File: config.mk
export PLATFORM = sky130hd
export DESIGN_NAME = tbs_processing_slice
export DESIGN_NICKNAME = d
export VERILOG_FILES = /design/src/hw/tbs_pkg.sv /design/src/hw/tbs_alu_unit.sv /design/src/hw/tbs_processing_slice.sv
export SDC_FILE = /design/constraint.sdc
export NUM_CORES = 1
export LEC_CHECK = 0
export BUFFER_PORTS_ARGS = -buffer_cell sky130_fd_sc_hd__buf_2
export CAP_MARGIN = 5
export CORE_MARGIN = 2
export CORE_UTILIZATION = 40
export DETAILED_ROUTE_END_ITERATION = 16
export PLACE_DENSITY = 0.57
export SETUP_SLACK_MARGIN = 0.15
export SYNTH_ARGS = -nofsm -noshare
export SYNTH_HDL_FRONTEND = slang
export SYNTH_SLANG_ARGS = --single-unit
export TNS_END_PERCENT = 1
File: constraint.sdc
create_clock -name ref_clk -period 8.3 [get_ports ref_clk]
set_clock_uncertainty 0.15 [all_clocks]
set_input_delay 0.415 -clock ref_clk [delete_from_list [all_inputs] [get_ports ref_clk]]
set_output_delay 0.415 -clock ref_clk [all_outputs]
set_load 0.005 [all_outputs]
File: src/hw/tbs_pkg.sv
package tbs_pkg;

  // ****************************************************************
  // widths and counts
  // ****************************************************************
  localparam int TBS_DW = 2;
  localparam int TBS_FW = 7;
  localparam int TBS_NSCR = 11;
  localparam int TBS_FG_LSB = 4;
  localparam logic [3:0] TBS_T_IDX = 4'ha;

  // ****************************************************************
  // register codes and reset values
  // ****************************************************************
  localparam logic [3:0] TBS_RC_MAXN = 4'h9;
  localparam logic [3:0] TBS_RC_T = 4'hc;
  localparam logic [3:0] TBS_RC_AC = 4'hd;
  localparam logic [1:0] TBS_DATA_RST = 2'h0;
  localparam logic [1:0] TBS_ONES = 2'h3;

  // ****************************************************************
  // operation groups, register groups, unit modes
  // ****************************************************************
  typedef enum logic [2:0] {
    FG_ADD_MASKED = 3'b000,
    FG_OR_ADDRESS = 3'b001,
    FG_DEC_MASKED = 3'b010,
    FG_ADD_ACC = 3'b011,
    FG_AND_TEST = 3'b100,
    FG_OR_TEST = 3'b101,
    FG_XNOR_TEST = 3'b110,
    FG_TEST_ONLY = 3'b111
  } tbs_fgrp_t;

  typedef enum logic [1:0] {
    RG_ONE = 2'b00,
    RG_TWO = 2'b01,
    RG_THREE = 2'b10
  } tbs_rgrp_t;

  typedef enum logic [1:0] {
    ALU_ADD = 2'b00,
    ALU_AND = 2'b01,
    ALU_OR = 2'b10,
    ALU_XNOR = 2'b11
  } tbs_alu_op_t;

  // register group from the low four microfunction bits
  function automatic tbs_rgrp_t tbs_reg_group(input logic [3:0] code);
    if (code[3] && code[1]) begin
      return code[2] ? RG_THREE : RG_TWO;
    end
    return RG_ONE;
  endfunction

  // scratch index; any non-numbered code lands on the temp register
  function automatic logic [3:0] tbs_scratch_index(input logic [3:0] code);
    return (code <= TBS_RC_MAXN) ? code : TBS_T_IDX;
  endfunction

endpackage

File: src/hw/tbs_alu_unit.sv
`timescale 1ns/1ps
// ****************************************************************
// two-bit arithmetic/logic unit with look-ahead terms
// ****************************************************************
module tbs_alu_unit
  import tbs_pkg::*;
(
  input wire logic [tbs_pkg::TBS_DW-1:0] opa,
  input wire logic [tbs_pkg::TBS_DW-1:0] opb,
  input wire logic cin,
  input wire tbs_pkg::tbs_alu_op_t op,
  output logic [tbs_pkg::TBS_DW-1:0] result,
  output logic cout,
  output logic gen_x,
  output logic prop_y
);

  logic [TBS_DW:0] sum_w;
  logic [TBS_DW-1:0] gen_w;
  logic [TBS_DW-1:0] prop_w;
  logic is_add;
  logic word_or;

  // plain binary sum; decrement comes from opb of all ones
  assign sum_w = {1'b0, opa} + {1'b0, opb} + {{TBS_DW{1'b0}}, cin};
  assign gen_w = opa & opb;
  assign prop_w = opa | opb;
  assign is_add = (op == ALU_ADD);
  // carry chain reused as a word-wise or of the masked and terms
  assign word_or = cin | (|gen_w);

  // result and carry selection
  always_comb begin
    unique case (op)
      ALU_ADD: result = sum_w[TBS_DW-1:0];
      ALU_AND: result = opa & opb;
      ALU_OR: result = opa | opb;
      ALU_XNOR: result = ~(opa ^ opb);
    endcase
    cout = is_add ? sum_w[TBS_DW] : word_or;
  end

  // group generate/propagate for an outside look-ahead generator
  assign gen_x = is_add ? (gen_w[1] | (prop_w[1] & gen_w[0])) : (|gen_w);
  assign prop_y = is_add & prop_w[1] & prop_w[0];

endmodule // tbs_alu_unit

File: src/hw/tbs_processing_slice.sv
`timescale 1ns/1ps

module tbs_processing_slice
  import tbs_pkg::*;
(
  input wire logic ref_clk,
  input wire logic rst_b,
  input wire logic [tbs_pkg::TBS_FW-1:0] microfunction_word,
  input wire logic [tbs_pkg::TBS_DW-1:0] mem_data_in_b,
  input wire logic [tbs_pkg::TBS_DW-1:0] ext_in_b,
  input wire logic [tbs_pkg::TBS_DW-1:0] mask_in_b,
  input wire logic carry_in_b,
  input wire logic shift_right_in_b,
  input wire logic address_output_enable_b,
  input wire logic data_output_enable_b,
  output logic [tbs_pkg::TBS_DW-1:0] address_out_b,
  output logic address_out_oe,
  output logic [tbs_pkg::TBS_DW-1:0] data_out_b,
  output logic data_out_oe,
  output logic ripple_carry_out_b,
  output logic ripple_carry_out_oe,
  output logic shift_right_out_b,
  output logic shift_right_out_oe,
  output logic carry_gen_x,
  output logic carry_prop_y
);

  // ****************************************************************
  // storage
  // ****************************************************************
  logic [TBS_DW-1:0] scratch_reg [0:TBS_NSCR-1];
  logic [TBS_DW-1:0] acc_reg;
  logic [TBS_DW-1:0] mar_reg;
  logic [TBS_DW-1:0] acc_next;
  logic [TBS_DW-1:0] mar_next;
  logic [TBS_DW-1:0] scratch_next;

  // ****************************************************************
  // microfunction decode
  // ****************************************************************
  tbs_fgrp_t fgrp;
  tbs_rgrp_t rgrp;
  logic [3:0] rcode;
  logic [3:0] scr_idx;
  logic grp_one;
  logic grp_two;
  logic grp_three;
  logic op_add_masked;
  logic op_or_address;
  logic op_dec_masked;
  logic op_test_only;
  logic op_logic;
  logic is_shift;

  // upper bits pick the operation, lower bits the registers
  assign fgrp = tbs_fgrp_t'(microfunction_word[TBS_FW-1:TBS_FG_LSB]);
  assign rcode = microfunction_word[TBS_FG_LSB-1:0];
  assign rgrp = tbs_reg_group(rcode);
  assign scr_idx = tbs_scratch_index(rcode);
  assign grp_one = (rgrp == RG_ONE);
  assign grp_two = (rgrp == RG_TWO);
  assign grp_three = (rgrp == RG_THREE);

  // operation classes
  assign op_add_masked = (fgrp == FG_ADD_MASKED);
  assign op_or_address = (fgrp == FG_OR_ADDRESS);
  assign op_dec_masked = (fgrp == FG_DEC_MASKED);
  assign op_test_only = (fgrp == FG_TEST_ONLY);
  assign op_logic = microfunction_word[TBS_FW-1];
  // shift right lives in group zero with the third register group
  assign is_shift = op_add_masked & grp_three;

  // ****************************************************************
  // pin polarity
  // ****************************************************************
  logic [TBS_DW-1:0] mem_val;
  logic [TBS_DW-1:0] ext_val;
  logic [TBS_DW-1:0] mask_val;
  logic cin_val;
  logic sri_val;

  // all bus pins are active low; the core works in true sense
  assign mem_val = ~mem_data_in_b;
  assign ext_val = ~ext_in_b;
  assign mask_val = ~mask_in_b;
  assign cin_val = ~carry_in_b;
  assign sri_val = ~shift_right_in_b;

  // ****************************************************************
  // register selection
  // ****************************************************************
  logic rn_is_acc;
  logic at_is_acc;
  logic rn_is_t;
  logic [TBS_DW-1:0] rn_val;
  logic [TBS_DW-1:0] t_val;
  logic [TBS_DW-1:0] at_val;

  // group one: code 1101 is the accumulator, 1100 the temp register
  assign rn_is_acc = grp_one & (rcode == TBS_RC_AC);
  assign rn_is_t = grp_one & (rcode == TBS_RC_T);
  // groups two and three: lowest bit picks accumulator over temp
  assign at_is_acc = rcode[0];
  assign t_val = scratch_reg[TBS_T_IDX];
  // scratch outputs reach the unit through the first operand mux
  assign rn_val = rn_is_acc ? acc_reg : scratch_reg[scr_idx];
  assign at_val = at_is_acc ? acc_reg : t_val;

  // ****************************************************************
  // operand multiplexers
  // ****************************************************************
  logic [TBS_DW-1:0] acc_masked;
  logic [TBS_DW-1:0] ext_masked;
  logic [TBS_DW-1:0] amux;
  logic [TBS_DW-1:0] bmux;
  logic [TBS_DW-1:0] alu_a;
  logic [TBS_DW-1:0] alu_b;

  // mask of all ones keeps the accumulator, all zeros drops it
  assign acc_masked = acc_reg & mask_val;
  assign ext_masked = ext_val & mask_val;
  // first operand: memory bus, scratch register or accumulator
  assign amux = grp_one ? rn_val : (grp_two ? mem_val : at_val);
  // second operand: masked input bus or masked accumulator
  assign bmux = grp_three ? ext_masked : acc_masked;

  // per-group operand shaping before the unit
  always_comb begin
    alu_a = amux;
    alu_b = bmux;
    if (op_or_address) begin
      // in register groups one and two the mask itself is the second operand, as a literal
      alu_a = grp_three ? (~at_val | mask_val) : amux;
      alu_b = grp_three ? (at_val & mask_val) : mask_val;
    end else if (op_dec_masked) begin
      // all ones as second operand makes a decrement
      alu_a = bmux;
      alu_b = TBS_ONES;
    end
  end

  // ****************************************************************
  // arithmetic/logic unit
  // ****************************************************************
  tbs_alu_op_t alu_op;
  logic [TBS_DW-1:0] alu_res;
  logic alu_cout;
  logic alu_x;
  logic alu_y;

  // low two bits of the upper groups pick and, or, xnor; test reuses and
  assign alu_op = !op_logic ? ALU_ADD :
                  (fgrp == FG_OR_TEST) ? ALU_OR :
                  (fgrp == FG_XNOR_TEST) ? ALU_XNOR : ALU_AND;

  // one two-bit unit per slice; wider words cascade slices
  tbs_alu_unit u_alu (
    .opa(alu_a),
    .opb(alu_b),
    .cin(cin_val),
    .op(alu_op),
    .result(alu_res),
    .cout(alu_cout),
    .gen_x(alu_x),
    .prop_y(alu_y)
  );

  // ****************************************************************
  // shift right path
  // ****************************************************************
  logic [TBS_DW-1:0] shift_val;
  logic shift_out;

  // with input-and-mask at zero this is a plain one-bit right shift;
  // nonzero terms give the general masked form of the same group
  assign shift_out = at_val[0] & ~ext_masked[0];
  assign shift_val[1] = sri_val | (ext_masked[1] & at_val[1]);
  assign shift_val[0] = (at_val[0] & ext_masked[0]) | at_val[1] | ext_masked[1];

  // ****************************************************************
  // destination decode
  // ****************************************************************
  logic [TBS_DW-1:0] result_val;
  logic to_rn;
  logic to_at;
  logic acc_we;
  logic scratch_we;
  logic mar_we;
  logic [3:0] scratch_widx;

  assign result_val = is_shift ? shift_val : alu_res;
  // test-only group computes carry out and writes nothing
  assign to_rn = grp_one & ~op_test_only;
  assign to_at = (grp_two | grp_three) & ~op_test_only;
  // group zero with register group one writes both register and acc
  assign acc_we = (to_rn & (rn_is_acc | op_add_masked)) | (to_at & at_is_acc);
  assign scratch_we = (to_rn & ~rn_is_acc) | (to_at & ~at_is_acc);
  assign scratch_widx = (to_rn & ~rn_is_t) ? scr_idx : TBS_T_IDX;
  // address load only in group one with register groups one or two
  assign mar_we = op_or_address & ~grp_three;

  // next values; address also serves as a device address
  assign acc_next = acc_we ? result_val : acc_reg;
  assign scratch_next = result_val;
  assign mar_next = mar_we ? (amux | mask_val) : mar_reg;

  // ****************************************************************
  // clocked state
  // ****************************************************************

  // accumulator and address register
  always_ff @(posedge ref_clk) begin
    if (!rst_b) begin
      acc_reg <= TBS_DATA_RST;
      mar_reg <= TBS_DATA_RST;
    end else begin
      acc_reg <= acc_next;
      mar_reg <= mar_next;
    end
  end

  // scratchpad; one write port is enough, only one target per cycle
  always_ff @(posedge ref_clk) begin
    if (!rst_b) begin
      for (int i = 0; i < TBS_NSCR; i++) begin
        scratch_reg[i] <= TBS_DATA_RST;
      end
    end else if (scratch_we) begin
      scratch_reg[scratch_widx] <= scratch_next;
    end
  end

  // ****************************************************************
  // output pins
  // ****************************************************************

  // address and data buses: active low, driven while enable is low
  assign address_out_b = ~mar_reg;
  assign address_out_oe = ~address_output_enable_b;
  assign data_out_b = ~acc_reg;
  assign data_out_oe = ~data_output_enable_b;

  // carry out floats only while shifting right
  assign ripple_carry_out_b = ~alu_cout;
  assign ripple_carry_out_oe = ~is_shift;
  // shift out is driven only while shifting right
  assign shift_right_out_b = ~shift_out;
  assign shift_right_out_oe = is_shift;

  // look-ahead terms straight from the unit
  assign carry_gen_x = alu_x;
  assign carry_prop_y = alu_y;

endmodule // tbs_processing_slice

==> metrics.cfg <==
[synth]
synth_area_leader_cell=edfxtp_1
syn_avg_cell_area_um2=8.415
ys_seq_area_frac=0.3789
syn_nets=251
synth_edf_count=20
ys_types=46
syn_area_um2=1902
synth.most_common_cell=nor2_1
synth_cells=226
ys_seq_elements=26
yosys_warnings=0
dominantRegCellSynth=edfxtp_1
synth_top_cell_area_share=0.3158
async_flop_share=0
synth_area_leaders=edfxtp_1 (32%), nor2_1 (6.5%), dfxtp_1 (6.3%)
synth_common_cells=nor2_1 (33), nand2_1 (29), edfxtp_1 (20), o21ai_0 (15), clkbuf_1 (12)

[cells_and_area]
diodes=0
nFillCells=486
largest_reg_flops=22
nets=271
syn_to_final_growth_pct=10.72
layout-drive-gt1-share=0.1837
layout.cells.non_filler=299

[place]
dp_hpwl_mm=3.321
io_buffers=30
dpl_worst_slack_ns=4.067
gp_congestion=0.8348
dp_cells=295

[critical_path]
worstSetupPathType=in2reg
start_kind=primary input
cp.required_ns=8.13
worstPathCellList=buf_2 > mux2i_1 > nor3_1 > o21ai_0 > o21ai_0 > a31o_2 > fa_1 > fa_1 > a221oi_1 > a21oi_1 > nor2_1
worst_setup_path_end_kind=register
worst-path-max-fanout=18
slowest_delay_ns=0.86
critPathSlowestCell=a21oi_1
timing.critical_path.arrival_ns=3.69

[clock_tree]
cts_buffer_depth=2
htree_levels=1
hold_buffers=0
path_clk_slew_ns=0.08
postCtsSetupBuffers=0
cts_made_buffers=3
cts.sinks=26
cts_tree=done
ctsResizeCount=0
clk_root_buffer_cell=clkbuf_8
clock_latency_ns=0.27

[detailed_routing]
drc_errors=0
wire_per_inst_um=14.59
dr.first_iter.drc_count=86
via_per_inst=5.532
drtAntennaViolNets=0
vias=1654
routed_wl_mm=4.362
firstDrtPassIters=4

[sta]
tightest_slew_ns=1.085
setup_tns_ns=0
slew_headroom=0.2764
finalSetupViolCount=0
fmax_ghz=0.2593
final.period_utilization=0.4647
rsz0062_at_grt=false
post-route-min-period_ns=3.857
finalMaxSlewViolations=0
hold_slack_ns=0.2609
setup_slack_ns=4.443
finalHoldViolCount=0

[pwr]
vdd_ir_drop_max_v=0.00009841
powerDensity_nw_per_um2=142.2
fin_total_pwr_mw=0.2994
p_leak_nw=0.8414

[worst_hold_path]
hp-class=in2reg

[floorplan]
rows=25
num_io_pins=31
die_h_um=72.96
die_w_um=72.96
dieArea_um2=5322
initial_utilization=0.4081
core-area_um2=4661

[global_route]
antenna_found_initial=0
grt_overflow_total=0
track_usage=0.1813
grt_pass1_vias=1567
grt_max_degree=22
grt_pass1_wl_mm=7.410

[status]
status=completed

[job]
maxCapViolCount=0

==> kinds of logic after synthesis <==
group / share of synthesized area
buffers and inverters: 0.04867
AO/OA/AOI/OAI: 0.1862
multiplexers: 0.06710
flip-flops: 0.3790
AND/OR/NAND/NOR: 0.2717
adder cells (fa/ha/maj): 0.04737
==> cell usage in the layout, fill, tap and decap left out, drive strengths merged, types with 2 or more instances in the layout <==
cell type / instances
fa: 2
a211oi: 4
dfxtp: 6
clkbuf: 4
inv: 9
nor2: 33
a31oi: 3
a21o: 2
nor3: 6
ha: 4
nor3b: 3
a221oi: 2
and3: 2
or4: 2
edfxtp: 20
mux2: 4
nor2b: 11
a21oi: 11
nand2: 29
o22ai: 2
o21bai: 2
mux2i: 6
o21ai: 15
nand3: 8
buf: 30
or2: 2
nand2b: 4
o211ai: 5
==> routing by layer <==
| layer | wire length [um] | up-vias | track usage |
|---|---|---|---|
| met5 | 0 | - | 0 |
| met2 | 2111 | 27 | 0.3121 |
| li1 | - | 844 | - |
| met1 | 2062 | 776 | 0.2408 |
| met3 | 112 | 7 | 0.01657 |
| met4 | 76 | 0 | 0.05761 |
==> worst paths after layout <==
check,from,to,slack [ns],cells after the start
worst max register to register,acc_reg[0]$_SDFFE_PN0P_,scratch_reg[8][1]$_SDFFCE_PN0P_,4.61,10
worst max-delay path,microfunction_word[0],scratch_reg[8][1]$_SDFFCE_PN0P_,4.44,11
worst min register to register,scratch_reg[10][0]$_SDFFE_PN0P_,scratch_reg[10][0]$_SDFFE_PN0P_,0.36,2
worst min-delay path,mask_in_b[1],mar_reg[1]$_SDFFE_PN0P_,0.26,2
==> power breakdown <==
| group | total [mW] | switching, mW | leakage, nW | internal (mW) |
|---|---|---|---|---|
| clock network | 0.0724 | 0.0381 | 0.0228 | 0.0344 |
| logic | 0.0782 | 0.0481 | 0.555 | 0.0302 |
| registers | 0.149 | 0.00257 | 0.263 | 0.146 |
| total | 0.299 | 0.0887 | 0.841 | 0.211 |
==> critical path, delay by kind of cell <==
kind	cells	cell delay [ns]
AND/OR/NAND/NOR	2	0.20
AO/OA/AOI/OAI	5	1.46
multiplexers	1	0.41
adder cells (fa/ha/maj)	2	0.89
buffers and inverters	1	0.30
==> layout make-up <==
class	instances	area [um2]	share of cell area
flip-flops and latches	26	720.7	0.3422
inverters	9	33.78	0.01604
well taps	54	67.56	0.03209
clock buffers	4	45.04	0.02139
multi-input cells	176	1089	0.5169
repair buffers	30	150.1	0.07130
==> stage by stage <==
step                  util  instance area [um2]
floorplan                -                 1902
global placement    0.4421                 2061
detailed placement  0.4421                 2061
CTS                 0.4518                 2106
global route        0.4518                 2106
finish              0.4518                 2106
Power figures use the tool's default switching activity.
